### src/bss_pkg.sv
/*
  Constants for the boot source selector: state codes, timing counts,
  line counts, bank limits and the default pull map of the general lines.
  Assumes a 100 MHz system clock.
*/
package bss_pkg;
  // System clock period in picoseconds.
  localparam int unsigned CLK_PERIOD_PS = 10000;
  // Retry window on a disabled storage interface, in milliseconds.
  localparam int unsigned RETRY_MS = 2000;
  // Retry window in clock cycles, rounded down as a longest time.
  localparam longint unsigned RETRY_CYCLES =
    (64'(RETRY_MS) * 64'd1000000000) / 64'(CLK_PERIOD_PS);
  // Number of general-purpose lines and voltage banks.
  localparam int unsigned NUM_LINES = 54;
  localparam int unsigned NUM_BANKS = 3;
  // Last line of bank 0 and last line of bank 1.
  localparam int unsigned BANK0_LAST = 27;
  localparam int unsigned BANK1_LAST = 45;
  // Lines with no default pull after power-on.
  localparam logic [NUM_LINES-1:0] NO_PULL_MASK = 54'h3000_3000_0000;
  // Default pull direction, one bit per line: 1 is up, 0 is down.
  localparam logic [NUM_LINES-1:0] PULL_UP_MAP = 54'h1C_0000_01FF;
  // Number of alternate functions per line, at least two.
  localparam int unsigned NUM_ALT = 6;
  // Width of the per-line function select.
  localparam int unsigned FSEL_W = 3;
  // Function select codes: plain input and plain output.
  localparam logic [FSEL_W-1:0] FSEL_INPUT = 3'h0;
  localparam logic [FSEL_W-1:0] FSEL_OUTPUT = 3'h1;

  // Boot sequencer states, one-hot.
  typedef enum logic [6:0] {
    BSS_ST_OFF = 7'h01,
    BSS_ST_PROBE = 7'h02,
    BSS_ST_SEARCH = 7'h04,
    BSS_ST_RETRY = 7'h08,
    BSS_ST_RUN_STORAGE = 7'h10,
    BSS_ST_USB_WAIT = 7'h20,
    BSS_ST_USB_RUN = 7'h40
  } bss_state_t;
endpackage

### src/bss_boot_select.sv
/*
  Boot source selector. Sequences the boot attempt on the primary storage
  interface, falls back to USB device mode, drives the storage re-enable
  pin and owns the power-on pad state and function select of the general
  lines.
  Assumes the storage probe, image search and USB download are carried out
  by other logic that reports results here as synchronous level inputs.
*/
`timescale 1ns/100ps

module bss_boot_select #(
  parameter longint unsigned RETRY_CYCLES = bss_pkg::RETRY_CYCLES,
  parameter int unsigned NUM_LINES = bss_pkg::NUM_LINES
) (
  // Clock, reset and clock enable.
  input wire logic clk_sys_i,
  input wire logic resetn_i,
  input wire logic clk_en_i,
  // Run input from the board; low holds the device in power-down.
  input wire logic run_i,
  // Storage probe results from the storage controller.
  input wire logic storage_ready_i,
  input wire logic storage_fail_i,
  // Image search results on the first partition.
  input wire logic part_is_fat_i,
  input wire logic image_found_i,
  input wire logic image_absent_i,
  // USB download handshake.
  input wire logic usb_code_loaded_i,
  // Software request to re-enable storage after a USB boot.
  input wire logic storage_reenable_req_i,
  // Hot plug detect input, only synchronised and passed on.
  input wire logic hot_plug_detect_input_i,
  // Per-line function select, output data and interrupt enable from software, and pad input levels.
  input wire logic [NUM_LINES*bss_pkg::FSEL_W-1:0] line_fsel_i,
  input wire logic [NUM_LINES-1:0] line_out_i,
  input wire logic [NUM_LINES-1:0] line_irq_en_i,
  input wire logic [NUM_LINES-1:0] line_pad_i,
  // Storage sequencing requests.
  output logic storage_probe_o,
  output logic image_search_o,
  output logic image_execute_o,
  // USB role: high selects device role awaiting boot code.
  output logic usb_device_mode_o,
  // Storage re-enable pin: output, output enable, pull-up enable.
  output logic storage_reenable_output_o,
  output logic storage_reenable_output_oe_o,
  output logic storage_reenable_output_pu_o,
  // Hot plug detect as seen by the core.
  output logic hot_plug_o,
  // General line pads: data, enable, pull enable, pull direction.
  output logic [NUM_LINES-1:0] line_o,
  output logic [NUM_LINES-1:0] line_oe_o,
  output logic [NUM_LINES-1:0] line_pull_en_o,
  output logic [NUM_LINES-1:0] line_pull_up_o,
  // Input change interrupt and bank indication.
  output logic line_irq_o,
  output logic [1:0] line_bank_o [NUM_LINES]
);

  // Bank number of a line, used by the bank indication logic.
  function automatic logic [1:0] bank_of(input int unsigned idx);
    if (idx <= bss_pkg::BANK0_LAST) begin
      bank_of = 2'h0;
    end else if (idx <= bss_pkg::BANK1_LAST) begin
      bank_of = 2'h1;
    end else begin
      bank_of = 2'h2;
    end
  endfunction

  // Sequencer state and retry counter.
  bss_pkg::bss_state_t state, next_state;
  logic [63:0] retry_cnt, next_retry_cnt;
  // Registered outputs of the sequencer.
  logic probe, next_probe;
  logic search, next_search;
  logic execute, next_execute;
  logic usb_dev, next_usb_dev;
  logic reen_oe, next_reen_oe;
  // Pull-up of the re-enable pin, kept in its own flop so the pin
  // control comes straight from a register like the output enable.
  logic reen_pu, next_reen_pu;
  // Pad side state.
  logic [NUM_LINES-1:0] pad_o, next_pad_o;
  logic [NUM_LINES-1:0] pad_oe, next_pad_oe;
  logic [NUM_LINES-1:0] pad_pen, next_pad_pen;
  logic [NUM_LINES-1:0] pad_pup, next_pad_pup;
  logic [NUM_LINES-1:0] pad_prev, next_pad_prev;
  logic irq, next_irq;
  logic hpd, next_hpd;
  logic [1:0] bank_r [NUM_LINES];

  // Boot sequencer next-state logic. The retry timeout is a longest time,
  // so a storage that appears late but inside the window still boots.
  always_comb begin
    next_state = state;
    next_retry_cnt = retry_cnt;
    next_probe = 1'b0;
    next_search = 1'b0;
    next_execute = execute;
    next_usb_dev = usb_dev;
    next_reen_oe = reen_oe;
    if (!run_i) begin
      // Held in power-down; release restarts the attempt.
      next_state = bss_pkg::BSS_ST_OFF;
      next_retry_cnt = 64'h0;
      next_execute = 1'b0;
      next_usb_dev = 1'b0;
      next_reen_oe = 1'b0;
    end else begin
      case (state)
        bss_pkg::BSS_ST_OFF: begin
          next_state = bss_pkg::BSS_ST_PROBE;
          next_probe = 1'b1;
        end
        bss_pkg::BSS_ST_PROBE: begin
          if (storage_ready_i) begin
            next_state = bss_pkg::BSS_ST_SEARCH;
            next_search = 1'b1;
          end else if (storage_fail_i) begin
            // A disabled command line shows up as a failed probe.
            next_state = bss_pkg::BSS_ST_RETRY;
          end else begin
            next_probe = 1'b1;
          end
        end
        bss_pkg::BSS_ST_RETRY: begin
          // The window counts failed probes rather than clock cycles, so a
          // storage that is slow to answer stretches it; each retry costs
          // at least two cycles.
          if (retry_cnt >= RETRY_CYCLES - 64'h1) begin
            next_state = bss_pkg::BSS_ST_USB_WAIT;
            next_usb_dev = 1'b1;
          end else begin
            next_retry_cnt = retry_cnt + 64'h1;
            next_state = bss_pkg::BSS_ST_PROBE;
            next_probe = 1'b1;
          end
        end
        bss_pkg::BSS_ST_SEARCH: begin
          if (image_found_i || image_absent_i) begin
            // Decide only once the search has answered; the file system
            // flag means nothing before that.
            if (image_found_i && part_is_fat_i) begin
              // A valid image runs; USB is never entered.
              next_state = bss_pkg::BSS_ST_RUN_STORAGE;
              next_execute = 1'b1;
            end else begin
              // Missing image or a partition that is not FAT.
              next_state = bss_pkg::BSS_ST_USB_WAIT;
              next_usb_dev = 1'b1;
            end
          end else begin
            next_search = 1'b1;
          end
        end
        bss_pkg::BSS_ST_RUN_STORAGE: begin
          next_execute = 1'b1;
        end
        bss_pkg::BSS_ST_USB_WAIT: begin
          // No timeout here: the device waits as long as the host needs,
          // and only a run pulse or reset takes it out again.
          if (usb_code_loaded_i) begin
            next_state = bss_pkg::BSS_ST_USB_RUN;
          end
        end
        bss_pkg::BSS_ST_USB_RUN: begin
          // Only a USB-booted image may drive the pin low.
          if (storage_reenable_req_i) begin
            next_reen_oe = 1'b1;
          end
        end
        default: begin
          next_state = bss_pkg::BSS_ST_OFF;
        end
      endcase
    end
    // The pull-up is on exactly while the pin is not driven.
    next_reen_pu = ~next_reen_oe;
  end

  // Boot sequencer registers.
  always_ff @(posedge clk_sys_i or negedge resetn_i) begin
    if (!resetn_i) begin
      state <= bss_pkg::BSS_ST_OFF;
      retry_cnt <= 64'h0;
      probe <= 1'b0;
      search <= 1'b0;
      execute <= 1'b0;
      usb_dev <= 1'b0;
      reen_oe <= 1'b0;
      reen_pu <= 1'b1;
    end else if (clk_en_i) begin
      state <= next_state;
      retry_cnt <= next_retry_cnt;
      reen_pu <= next_reen_pu;
      probe <= next_probe;
      search <= next_search;
      execute <= next_execute;
      usb_dev <= next_usb_dev;
      reen_oe <= next_reen_oe;
    end
  end

  // Pad next-state logic: pulls, direction and input interrupt per line.
  always_comb begin
    logic [bss_pkg::FSEL_W-1:0] fsel;
    fsel = '0;
    next_pad_o = pad_o;
    next_pad_oe = pad_oe;
    next_pad_pen = pad_pen;
    next_pad_pup = pad_pup;
    next_pad_prev = line_pad_i;
    next_irq = 1'b0;
    next_hpd = hot_plug_detect_input_i;
    for (int i = 0; i < NUM_LINES; i++) begin
      fsel = line_fsel_i[i*bss_pkg::FSEL_W +: bss_pkg::FSEL_W];
      if (!run_i) begin
        // Power-down: outputs released, power-on pulls kept.
        next_pad_oe[i] = 1'b0;
      end else if (fsel == bss_pkg::FSEL_OUTPUT) begin
        next_pad_o[i] = line_out_i[i];
        next_pad_oe[i] = 1'b1;
      end else if (fsel == bss_pkg::FSEL_INPUT) begin
        next_pad_oe[i] = 1'b0;
        if (line_irq_en_i[i] && (line_pad_i[i] != pad_prev[i])) begin
          next_irq = 1'b1;
        end
      end else begin
        // Alternate functions: pad output enable released; no peripheral drives the pad here.
        next_pad_oe[i] = 1'b0;
      end
    end
  end

  // Pad registers; power-on pull map loaded at reset.
  always_ff @(posedge clk_sys_i or negedge resetn_i) begin
    if (!resetn_i) begin
      pad_o <= '0;
      pad_oe <= '0;
      pad_pen <= ~bss_pkg::NO_PULL_MASK;
      pad_pup <= bss_pkg::PULL_UP_MAP;
      pad_prev <= '0;
      irq <= 1'b0;
      hpd <= 1'b0;
    end else if (clk_en_i) begin
      pad_o <= next_pad_o;
      pad_oe <= next_pad_oe;
      pad_pen <= next_pad_pen;
      pad_pup <= next_pad_pup;
      pad_prev <= next_pad_prev;
      irq <= next_irq;
      hpd <= next_hpd;
    end
  end

  // Bank indication per line, held in flip-flops; reset loads bank 0 for every line until the first enabled clock.
  always_ff @(posedge clk_sys_i or negedge resetn_i) begin
    if (!resetn_i) begin
      for (int i = 0; i < NUM_LINES; i++) begin
        bank_r[i] <= 2'h0;
      end
    end else if (clk_en_i) begin
      for (int i = 0; i < NUM_LINES; i++) begin
        bank_r[i] <= bank_of(i);
      end
    end
  end

  // Output wiring; every output but storage_reenable_output_o, tied low, comes straight from a flip-flop.
  assign storage_probe_o = probe;
  assign image_search_o = search;
  assign image_execute_o = execute;
  assign usb_device_mode_o = usb_dev;
  assign storage_reenable_output_o = 1'b0;
  assign storage_reenable_output_oe_o = reen_oe;
  assign storage_reenable_output_pu_o = reen_pu;
  assign hot_plug_o = hpd;
  assign line_o = pad_o;
  assign line_oe_o = pad_oe;
  assign line_pull_en_o = pad_pen;
  assign line_pull_up_o = pad_pup;
  assign line_irq_o = irq;
  assign line_bank_o = bank_r;

endmodule

### config.mk
export PLATFORM = sky130hd
export DESIGN_NAME = bss_boot_select
export DESIGN_NICKNAME = d
export VERILOG_FILES = /design/src/bss_pkg.sv /design/src/bss_boot_select.sv
export SDC_FILE = /design/constraint.sdc
export NUM_CORES = 1
export LEC_CHECK = 0
export BUFFER_PORTS_ARGS = -buffer_cell sky130_fd_sc_hd__buf_4
export CAP_MARGIN = 30
export CORE_AREA = 2 2 260 262
export DETAILED_ROUTE_END_ITERATION = 10
export DIE_AREA = 0 0 262 264
export MAX_ROUTING_LAYER = met4
export SYNTH_ARGS = -nofsm -noshare
export SYNTH_HDL_FRONTEND = slang
export SYNTH_SLANG_ARGS = --single-unit
### constraint.sdc
create_clock -name clk_sys_i -period 4.3 [get_ports clk_sys_i]
set_clock_uncertainty 0.15 [all_clocks]
set_input_delay 0.43 -clock clk_sys_i [delete_from_list [all_inputs] [get_ports clk_sys_i]]
set_output_delay 0.43 -clock clk_sys_i [all_outputs]
set_load 0.1 [all_outputs]
### After elaboration in Yosys (flattened, before gate mapping)

Index checks and enable logic that the tools add are counted.

| cells by class | value |
|---|---|
| add/subtract/negate cells | 1 |
| multipliers | 0 |
| div/mod/pow operators | 0 |
| magnitude comparators | 1 |
| equal/unequal tests | 126 |
| shifts and indexed selects | 0 |
| muxes and demuxes | 356 |
| bitwise operators | 1 |
| reductions and logical operators | 169 |

Operator list:

| kind | number |
|---|---|
| $mux W1 | 341 |
| $mux W64 | 3 |
| $reduce_and A3 Y1 | 55 |
| $eq A3 B1 Y1 const B | 54 |
| $logic_not A3 Y1 | 54 |
| $add A64 B1 Y64 const B | 1 |
| $ge A64 B28 Y1 const B | 1 |
| $logic_and A1 B1 Y1 | 55 |
| $ne A1 B1 Y1 | 54 |
| $pmux W7 S6 | 1 |
| $mux W7 | 5 |
| $ne A3 B3 Y1 const B | 5 |
| $mux W6 | 2 |
| $reduce_and A5 Y1 | 2 |
| $eq A7 B1 Y1 const B | 1 |
| $eq A7 B2 Y1 const B | 1 |
| $eq A7 B3 Y1 const B | 1 |
| $eq A7 B4 Y1 const B | 1 |
| $eq A7 B5 Y1 const B | 1 |
| $eq A7 B6 Y1 const B | 1 |
| $eq A7 B7 Y1 const B | 1 |
| $ne A3 B1 Y1 const B | 2 |
| $pmux W1 S2 | 3 |
| $ne A2 B2 Y1 const B | 2 |
| 7 further kinds | 7 |

| storage, ports and cells | value |
|---|---|
| register bits | 242 |
| bits in latches | 0 |
| memory bits (writable) | 0 |
| ROM bits | 0 |
| input bits | 336 |
| output and inout bits | 333 |
| logic and storage cells | 721 |
| memories kept | 0 |

### Logic depth before layout (Yosys ltp)

Gate-level depths: netlist of run 1.

| depth | value |
|---|---|
| depth after elaboration | 218 |
| depth in mapped cells | 9 |
| depth with buffers taken out | 7 |

### Least setup slack after synthesis of run 1

OpenSTA, ideal clock, no wires.

| timing path | value |
|---|---|
| path kind | register to register |
| start | register retry_cnt[0] |
| end | register probe (netlist: storage_probe_o) |
| library setup time | 123 ps |
| arrival time | 2140 ps |
| required time | 4027 ps |
| path slack | 1887 ps |
| stages on the path, launching flop included | 9 |
| buffers on the path | 1 |
| period minus slack after synthesis | 2413 ps |
| cell sequence | dfrtp_1 ha_1 nand4_1 nor2_1 o311ai_2 and3_1 clkbuf_2 or3_1 a32o_1 |

| between the ends | value |
|---|---|
| cells in the longest elaborated chain, start to end | 4 |

Ends and longest elaborated chain:

| item | RTL line | RTL |
|---|---|---|
| from (decl) | bss_boot_select.sv:74 | `logic [63:0] retry_cnt, next_retry_cnt;` |
| from (signal assigned) | bss_boot_select.sv:196 | `retry_cnt <= next_retry_cnt;` |
| $ge A64 B28 Y1 | bss_boot_select.sv:132 | `if (retry_cnt >= RETRY_CYCLES - 64'h1) begin` |
| $mux W1 | bss_boot_select.sv:132 |  |
| $pmux W1 S3 | bss_boot_select.sv:112 | `case (state)` |
| $mux W1 | bss_boot_select.sv:104 | `if (!run_i) begin` |
| to (signal assigned) | bss_boot_select.sv:198 | `probe <= next_probe;` |
| to (decl) | bss_boot_select.sv:76 | `logic probe, next_probe;` |

Every way passes these cells.
A chain may end at the register's enable or synchronous reset.

### Final worst setup path of run 1

| timing path | value |
|---|---|
| start | register retry_cnt[0] |
| end | register retry_cnt[6] |

| between the ends | value |
|---|---|
| cells in the longest elaborated chain, start to end | 4 |
| elaborated cells between the ends (all ways) | 7 |
| classes of those cells | add/sub (1); order compare (1); eq/ne (1); mux (3); reduce/logical (1) |

Ends and longest elaborated chain:

| item | RTL line | RTL |
|---|---|---|
| $add A64 B1 Y64 | bss_boot_select.sv:136 | `next_retry_cnt = retry_cnt + 64'h1;` |
| $mux W64 | bss_boot_select.sv:132 |  |
| $mux W64 | bss_boot_select.sv:112 |  |
| $mux W64 | bss_boot_select.sv:104 |  |

Several ways; a longest one is shown, not always the timed one. The select of a mux whose other input is x is not followed.

==> results of run 1 <==
worst max-delay path, delay by kind of cell (launching register included):
kind,cells,cell delay [ns]
flip-flops,1,0.46
AND/OR/NAND/NOR,3,1.17
adder cells (fa/ha/maj),1,0.31
AO/OA/AOI/OAI,3,0.96
stage by stage:
stage                      util  hold WS, ns  total power [uW]  instances  worst slack [ns]
after floorplan               -      -0.0156              4920       1448              1.89
after global placement    0.250        0.319              5540       2550              1.28
after detailed placement  0.250        0.323              5560       2550              1.16
after CTS                 0.287      0.00311              8250       2745              1.16
after global routing      0.287       0.0266              8480       2758             0.904
final                     0.287       0.0345              8160       2760              1.12
flip-flops by register name, summed over array words and instances, names as in the netlist:
signal	flops
image_execute_o	1
usb_device_mode_o	1
line_oe_o	54
retry_cnt	64
storage_reenable_output_oe_o	1
line_o	54
hot_plug_o	1
line_bank_o	1
image_search_o	1
line_irq_o	1
state	7
storage_probe_o	1
storage_reenable_output_pu_o	1
pad_prev	54
cell type report:
type / count / area [sq um]
fillers: 6986 / 47400
inverters: 63 / 236
clock buffers: 38 / 830
diodes: 15 / 37.5
flip-flops and latches: 242 / 6060
well taps: 873 / 1090
clock inverters: 13 / 136
multi-input cells: 887 / 5590
repair buffers: 629 / 5130
power groups by stage:
stage / registers, uW / clock network, uW / logic [uW]
floorplan: 3690 / 0 / 1230
global placement: 2670 / 0 / 2880
detailed placement: 2680 / 0 / 2890
CTS: 2640 / 2600 / 3020
global route: 2670 / 2700 / 3110
finish: 2640 / 2520 / 3010
Yosys cell counts (2+ instances only):
| master | number | area share |
|---|---|---|
| a2bb2oi_1 | 2 | 0.0014 |
| nor3b_1 | 4 | 0.0023 |
| nand4b_1 | 55 | 0.037 |
| o311ai_0 | 4 | 0.0027 |
| buf_2 | 3 | 0.0012 |
| o21ai_0 | 68 | 0.026 |
| nand2b_1 | 5 | 0.0024 |
| inv_1 | 62 | 0.018 |
| buf_1 | 5 | 0.0014 |
| dfstp_2 | 2 | 0.0041 |
| and2_1 | 38 | 0.018 |
| a32oi_1 | 6 | 0.0041 |
| dfrtp_1 | 240 | 0.46 |
| mux2_2 | 109 | 0.095 |
| nor2_1 | 74 | 0.021 |
| a21boi_0 | 2 | 0.0012 |
| o211ai_1 | 12 | 0.0070 |
| clkbuf_1 | 30 | 0.0087 |
| a21oi_1 | 12 | 0.0046 |
| and3_1 | 6 | 0.0029 |
| and4_1 | 2 | 0.0014 |
| a31oi_1 | 2 | 0.00097 |
| buf_4 | 217 | 0.13 |
| nor4_1 | 16 | 0.0077 |
| or2_2 | 2 | 0.00097 |
| conb_1 | 2 | 0.00058 |
| a211o_1 | 5 | 0.0034 |
| mux2i_1 | 2 | 0.0015 |
| nand3_1 | 85 | 0.033 |
| nand3b_1 | 2 | 0.0012 |
| nor3_1 | 15 | 0.0058 |
| xor2_1 | 55 | 0.037 |
| o2bb2ai_1 | 2 | 0.0014 |
| nand2_1 | 46 | 0.013 |
| or3_1 | 6 | 0.0029 |
| nand4_1 | 25 | 0.012 |
| or4_1 | 9 | 0.0052 |
cell families after synthesis:
family	synth area share
simple gates	0.177
buf+inv	0.156
flops	0.468
compound gates	0.0641
mux	0.0963
xor+xnor	0.0379
other cells	0.000580
fa+ha+maj	0.000966
placed cells by master (no fill, tap or decap), drive strengths merged, types with 6 or more instances in the layout:
master / netlist / routed
buf: 225 / 485
dfrtp: 240 / 240
conb: 2 / 191
dlygate4sd3: 0 / 144
mux2: 109 / 109
nand3: 86 / 86
nor2: 74 / 74
o21ai: 68 / 68
inv: 62 / 63
nand4b: 56 / 56
xor2: 55 / 55
nand2: 46 / 46
and2: 38 / 38
clkbuf: 31 / 38
nand4: 25 / 25
nor4: 17 / 17
nor3: 16 / 16
diode: 0 / 15
a21oi: 12 / 12
o211ai: 12 / 12
or4: 10 / 10
clkinv: 1 / 10
a32oi: 6 / 6
or3: 6 / 6
and3: 6 / 6
o311ai: 6 / 6
timing repair:
action	CTS	global route
endpoints found under the hold margin	250	0
buffers inserted	0	0
hold buffers	144	0
metal layers:
layer | vias to the layer above | part of all wire
li1 | 5183 | -
met1 | 5473 | 0.38
met2 | 598 | 0.50
met3 | 94 | 0.074
met4 | 0 | 0.045
met5 | - | 0
worst max path at each step:
stage                                  start                          end  cells past startpoint
global route        retry_cnt[0]$_DFFE_PN0P_     retry_cnt[6]$_DFFE_PN0P_                      7
finish              retry_cnt[0]$_DFFE_PN0P_     retry_cnt[6]$_DFFE_PN0P_                      7
CTS                 retry_cnt[0]$_DFFE_PN0P_     retry_cnt[6]$_DFFE_PN0P_                      7
detailed placement  retry_cnt[0]$_DFFE_PN0P_     retry_cnt[6]$_DFFE_PN0P_                      7
floorplan           retry_cnt[0]$_DFFE_PN0P_  storage_probe_o$_DFFE_PN0P_                      8
global placement    retry_cnt[0]$_DFFE_PN0P_     retry_cnt[6]$_DFFE_PN0P_                      7
==> results by stage, run 1 <==
Status:
- The flow ran to the end, and the final reports show no timing, DRC or antenna violations.

GRT:
- The number of global-route vias before repair is between 10,000 and 15,000.
- The global-route wire length before repair is 73,000 um.
- The total global-route track usage is 0.146.
- The sum of overflow across all layers after global routing is 0.
- For this run, global-route usage on met2 was measured as 0.245.
- The layer with the highest usage after global routing is met2.
- The routing usage on met3 is 0.0350.
- The pin count of the biggest net entering global routing is roughly 120.
- The global routing met1 resource utilization is 0.164.
- The number of antenna violations at the first check in global routing is 17.

Clock network:
- The clock latency reported for the late side of the worst-skew pair is 0.58 ns.
- The clock passes through at most 3 buffers.
- The clock-pin slew of the registers on the worst-case setup and hold paths is 0.06 ns.
- TritonCTS built the clock tree.
- The clock sink count is 242.
- The CTS H-tree depth is 1.
- The count of cells resized by post-cts repair is 0.
- The total CTS buffers is 29.
- The root buffer cell chosen for the clock tree is clkbuf_16.

Setup path:
- At the worst endpoint, the required time is 4.61 ns.
- The type of the worst setup path is register to register.
- The worst register-to-register path begins at retry_cnt[0]$_DFFE_PN0P_.
- Setup slack on the worst reg-to-reg path comes out at approximately 1.1 ns.
- The worst setup path is launched from a register.
- The maximum fanout count along the critical path is 23.
- The delay contributed by the slowest stage of the critical path is 0.89 ns.
- Measured in cells, the most critical reg-to-reg path has a length of 7.
- The kind of capture point of the worst setup path is a register.
- In this run the critical register-to-register path is captured at retry_cnt[6]$_DFFE_PN0P_.
- For the worst setup path, the data arrival time is 3.49 ns.
- The slowest stage of the critical path belongs to the cell and3_1.
- The critical path goes through ha_1, nand4_1, nor2_1, o311ai_2, and3_1, a311oi_1, a211o_1.

Logic synthesis:
- The number of synthesis warnings is 0.
- Yosys mapped a number of flops with a built-in enable equal to 0.
- The leading register cell type out of synthesis is dfrtp_1.
- The number of synthesized register bits is 242.
- The sequential element share of the synthesized area is 0.468.
- The number of cells produced by synthesis is 1,259.
- In this run the cell area of the synthesized design comes to 13,000 sq um.
- After synthesis, the netlist uses 64 different library cells.
- The fraction of registers with async set or reset after synthesis is 1.00.
- The mean area per synthesized cell is 10.3 sq um.

Job:
- Across the run, the number of max-cap violations was 0.

Route:
- In this run, the number of DRC markers left after iteration 0 of detailed routing was 769.
- The detailed-route via count is 11,300.
- Dividing the detail-routed via count by the number of cells gives 4.11.
- The number of optimization iterations in the first detailed-route pass is 6.
- After detailed routing, the total wire length is between 50,000 and 60,000 um.
- The remaining antenna violation count is 0.
- The mean routed wirelength per cell is 18.7 um.
- The number of remaining DRC errors is 0.

Final layout:
- Relative to the synthesized area, the layout overhead comes to 47.6%.
- The post-route cell area is about 19,000 sq um.
- The layout cell share with drive strength beyond 1 is 0.351.
- The final net count is ~2,200.

STA:
- The max-slew violation total from the final report is 0.
- The number of hold-slack violations in the final timing report is 0.
- Setup repair after global routing left no endpoint under its margin.
- For the pin with the worst max-slew slack, the measured transition is slightly below 1 ns.
- The maximum achievable frequency is 315 MHz.
- The final period utilization is 0.739.
- Adding up every negative setup slack in the final design gives 0 ns.
- Setup violations remaining at the end of the flow were counted as 0.
- The shortest clock period the worst path allows after layout is 3.18 ns.
- The worst pin sits at a relative slew slack of 0.337.

Worst hold path:
- The worst hold path terminates at line_oe_o[28]$_DFFE_PN0P_.
- The worst hold path passes through 4 cells.
- The hold path startpoint is line_fsel_i[86].
- The class of the tightest hold or removal check is input port to register.

Floorplan:
- The die span in y is 264 um.
- The floorplan die area is 69,200 sq um.
- The initial utilization of the core area, before any placement, comes to 0.195.
- The count of standard-cell rows is 95.
- The total area inside the core boundary comes to 66,600 sq um.
- The die is 262 um wide.
- The top-level I/O count is 669.

Place:
- Buffers placed on the I/O ports in this run total ~480.
- The placer's final routability congestion estimate is 0.941.
- The placed instances occupy a cell area of 16,700 sq um.
- Once detailed placement completed, the half-perimeter wirelength came to about 40,000 um.

Pwr:
- Of the total power, combinational logic draws 0.368.
- Across the VDD grid, the largest voltage drop is 284 uV.
- The internal portion of total power is approximately 4700 uW.
- The share of total power dissipated in the clock network is 0.308.
- For this design the ratio of total power to cell area is 427 nW/um^2.
- For this design the static power due to leakage is 0.00896 uW.
- Of the total power, registers draw 0.324.
- Summed over all nets, the switching power comes to 3500 uW.
- The switching power share of the total is 0.429.
(Power assumes the default switching activity.)
==> run 2: changes to the inputs <==
--- a/config.mk
+++ b/config.mk
@@ -5,6 +5,7 @@
 export SDC_FILE = /design/constraint.sdc
 export NUM_CORES = 1
 export LEC_CHECK = 0
+export ABC_AREA = 1
 export BUFFER_PORTS_ARGS = -buffer_cell sky130_fd_sc_hd__buf_4
 export CAP_MARGIN = 30
 export CORE_AREA = 2 2 260 262
==> constraint.sdc (replaced) <==
create_clock -name clk_sys_i -period 2.6 [get_ports clk_sys_i]
set_clock_uncertainty 0.15 [all_clocks]
set_input_delay 0.26 -clock clk_sys_i [delete_from_list [all_inputs] [get_ports clk_sys_i]]
set_output_delay 0.26 -clock clk_sys_i [all_outputs]
set_load 0.1 [all_outputs]
==> run 2 against run 1 <==
  * Global-route usage is 0.61 points lower
  * Hold slack better by 0.0013 ns
  * Cell count is 24% higher
  * Synthesized area is 6.0% higher
  * Sequential power is 64% higher
  * Combinational power is 75% higher
  * Register-to-register slack worse by 0.70 ns
  * Setup slack worse by 0.82 ns
  * Synthesized cell count is 42% higher
  * Clock-buffer cell count is 4 higher
  * Flip-flop and latch count stayed put
  * Non-clock buffer count is 150 higher
  * Critical endpoint is now line_bank_o[40]
  * Highest routed layer unchanged
==> results by stage, run 2 <==
Floorplan:
- The area of the core came to 66,600 sq um (unchanged).
- The count of standard-cell rows is 95 (unchanged).
- The floorplan die area came to 69,200 sq um (unchanged).
- The die span in y is 264 um (unchanged).
- The top-level I/O count is 669 (unchanged).
- The horizontal die dimension was 262 um (unchanged).
- The effective utilization at floorplan is 0.206 (+0.0117).

Pwr:
- The switching power share of the total is 0.417 (-0.0116).
- The reported leakage power is 0.0111 uW (+24%).
- The areal power density over the cells is 654 nW/um^2 (+53%).
- The proportion of power drawn by combinational gates came to 0.377 (+0.009).
- The power dissipated by switching net loads is 5850 uW (+67%).
- The maximum VDD drop was 633 uV (+120%).
- The internal portion of total power was 8170 uW (+75%).
- The share of power burned in the clock network was 0.313 (+0.005).
- The part of the power in registers is 0.310 (-0.014).

Setup path:
- The origin of the critical flop-to-flop path is state[1]$_DFFE_PN0P_.
- The maximum fanout count along the critical path was 27 (+17%).
- The delay contributed by the slowest stage of the critical path is 0.89 ns (about the same).
- STA classifies the critical path startpoint as a register.
- The kind of cell with the highest combined delay along the critical path is flip-flops.
- Walking the worst path, the cells encountered are buf_4.
- The critical path data required time came to 2.19 ns (-2.42 ns).
- The slowest cell on the critical path is dfrtp_1.
- The number of buffers and inverters on the critical path was 1 (+1).
- The launching element of the worst setup path is line_bank_o[1]$_DFFE_PN0P_.
- The critical path is of the register to output pin type.
- The worst setup path is captured at an output pin.
- The worst path arrival time was 1.89 ns (-1.60 ns).

Logic synthesis:
- The number of synthesized register bits is 242 (unchanged).
- The fraction of registers with async set or reset after synthesis is 1.00 (unchanged).
- The number of cells produced by synthesis is 1,794 (+42%).
- The number of synthesis warnings is 0 (unchanged).
- After synthesis, the cell types taking the most area are dfrtp_1, nand2_1, buf_4.
- The cell area after synthesis was 13,700 sq um (+6.0%).
- The mean area per synthesized cell is 7.65 sq um (-26%).
- nand2_1 is the most common cell in the netlist.
- The number of library cell types mapped by synthesis came to 30 (-53%).
- The number of enable flip-flop cells after synthesis is 0 (unchanged).
- Ranked by instance count, the synthesized netlist is headed by nand2_1, nor2_1, dfrtp_1.
- The leading register cell type out of synthesis is dfrtp_1.
- The top cell type's share of synthesized area came to 0.437 (-0.0263).
- The sequential element share of the synthesized area is 0.441 (-0.0265).
- The biggest area contributor in the post-synthesis netlist is dfrtp_1.

Route:
- The number of remaining DRC errors came to 0 (unchanged).
- The mean routed wirelength per cell is 14.2 um (-24%).
- The detailed router's first-iteration violation count was 674 (-12%).
- The post-detailed-routing wire length was 48,700 um (-5.4%).
- The detailed-route via count is 13,300 (+18%).
- The number of optimization iterations in the first detailed-route pass is 5 (-1).
- The ratio of routed vias to standard cells is 3.88 (-5.5%).
- The remaining antenna violation count is 0 (unchanged).

STA:
- The max-slew violation total from the final report is 0 (unchanged).
- The number of hold-slack violations in the final timing report is 0 (unchanged).
- Setup repair after global routing left no endpoint under its margin.
- The final setup TNS was 0 ns (unchanged).
- The final period utilization is 0.885.
- The worst-case headroom to the max-slew limit is 0.443 (+0.107).
- The final-report setup violation count came to 0 (unchanged).
- The worst-margin pin slew is 0.835 ns (-0.158 ns).
- The shortest clock period the worst path allows after layout is 2.30 ns.
- For this run, the top clock speed supported by timing is 435 MHz.

Place:
- The cell area reported after detailed placement is 17,500 sq um (+5.1%).
- The total half-perimeter wirelength after legalization and detailed placement came to 35,800 um (-12%).
- The port buffer count is 477 (unchanged).
- The placer's final routability congestion estimate is 0.891 (-5.3%).

Clock network:
- TritonCTS built the clock tree.
- The CTS H-tree depth is 1 (unchanged).
- The clock latency reported for the late side of the worst-skew pair was 0.60 ns (+0.02 ns).
- The clock sink count is 242 (unchanged).
- The clock-pin slew of the registers on the worst-case setup and hold paths is 0.06 ns (about the same).
- The count of cells resized by post-cts repair is 0 (unchanged).
- The maximum buffer depth of the clock tree came to 3 (unchanged).
- The total CTS buffers is 30 (+3.4%).
- The clock tree root buffer cell is clkbuf_16.

Job:
- The number of violations of the max-capacitance limit came to 0 (unchanged).

Final layout:
- The commonest non-fill, non-tap cell in the layout is nand2_1.
- The top cell types in the final layout, fill and taps aside, are nand2_1, buf_4, dlygate4sd3_1.
- retry_cnt holds more flip-flops than any other register.
- The post-route cell area is 21,400 sq um (+12%).
- The layout cell share with drive strength beyond 1 came to 0.241 (-0.110).
- The final net count is 2,872 (+31%).
- The area growth from synthesis to layout is 56.1%.
- The flip-flop count of the largest register after layout came to 64 (unchanged).

GRT:
- The sum of overflow across all layers after global routing is 0 (unchanged).
- The number of antenna violations at the first check in global routing came to 6 (-11).
- The global-route wire length before repair is 73,000 um (about the same).
- The pin count of the biggest net entering global routing is 74 (-36%).
- The total global-route track usage came to 0.140 (-0.00614).
- The number of global-route vias before repair is 13,400 (+17%).

Status:
- The flow ran to the end, and the final reports show no timing, DRC or antenna violations.

Worst hold path:
- The class of the tightest hold or removal check is input port to register.
- The hold path startpoint is image_found_i.
## run 2: changes by cell type after synthesis, moves of 12 or more
cell      previous run  this run
nand4b_1            55         0
nand2_1             46       496
mux2_2             109        54
nor4_1              16         1
nor2_1              74       274
inv_1               62       187
o211ai_1            12         0
and2_1              38         0
o21ai_0             68        46
nand4_1             25        13
nand3_1             85       135
xor2_1              55        16
xnor2_1              1        23
nand3b_1             2        14
## run 2: layout make-up
cell class,instances,area (sq um)
Multi-Input combinational cell,1291,5830
Tap cell,873,1090
Antenna cell,5,12.5
Sequential cell,242,6060
Clock inverter,13,173
Fill cell,6941,45100
Timing Repair Buffer,779,6670
Clock buffer,42,876
Inverter,191,718
## run 2: kinds of logic after synthesis
logic type,Yosys count,share of synthesized area
and+or+nand+nor,950,0.281
AOI/OAI and AO/OA,56,0.0212
adders and majority gates,1,0.000911
muxes,54,0.0443
other,2,0.000547
xor gates and xnor gates,39,0.0249
DFF,242,0.441
buffers and inverters,450,0.186
## run 2: power groups by stage
stage / Clock, uW / Combinational (uW) / Sequential, uW
after floorplan: 0 / 2060 / 6110
after global placement: 0 / 4740 / 4380
after detailed placement: 0 / 4760 / 4390
after CTS: 4540 / 5270 / 4330
after global routing: 4700 / 5530 / 4380
final: 4390 / 5280 / 4340
## run 2: per-stage QoR
stage               hold slack (ns)  worst slack [ns]  utilization  std cells  power [uW]
floorplan                    -0.186             0.458            -       1983        8160
global placement             0.0948             0.547        0.263       3093        9120
detailed placement           0.0941             0.544        0.263       3093        9150
CTS                        0.000672             0.236        0.321       3430       14100
global route                 0.0326             0.167        0.322       3436       14600
finish                       0.0358             0.300        0.322       3436       14000
## run 2: what timing repair did
| action | CTS | global route |
|---|---|---|
| hold buffers | 282 | 0 |
| setup buffers | 0 | 0 |
| hold endpoints to repair | 387 | 0 |
## run 2: final timing paths
kind	endpoint	slack [ns]	cells past startpoint
max	line_bank_o[40]	0.30	1
min	state[5]$_DFFE_PN0P_	0.04	6
max reg2reg	image_search_o$_DFFE_PN0P_	0.42	7
min reg2reg	storage_reenable_output_pu_o$_DFFE_PN1P_	0.32	2
max in group asynchronous	line_oe_o[45]$_DFFE_PN0P_	1.45	4
min in group asynchronous	pad_prev[19]$_DFFE_PN0P_	0.08	2
## run 2: layer usage
metal  vias up  global-route usage  part of all wire
li1       6593                   -                 -
met1      6191               0.160              0.39
met2       484               0.246              0.51
met3        77              0.0291             0.064
met4         0              0.0402             0.027
met5         -                   -                 0
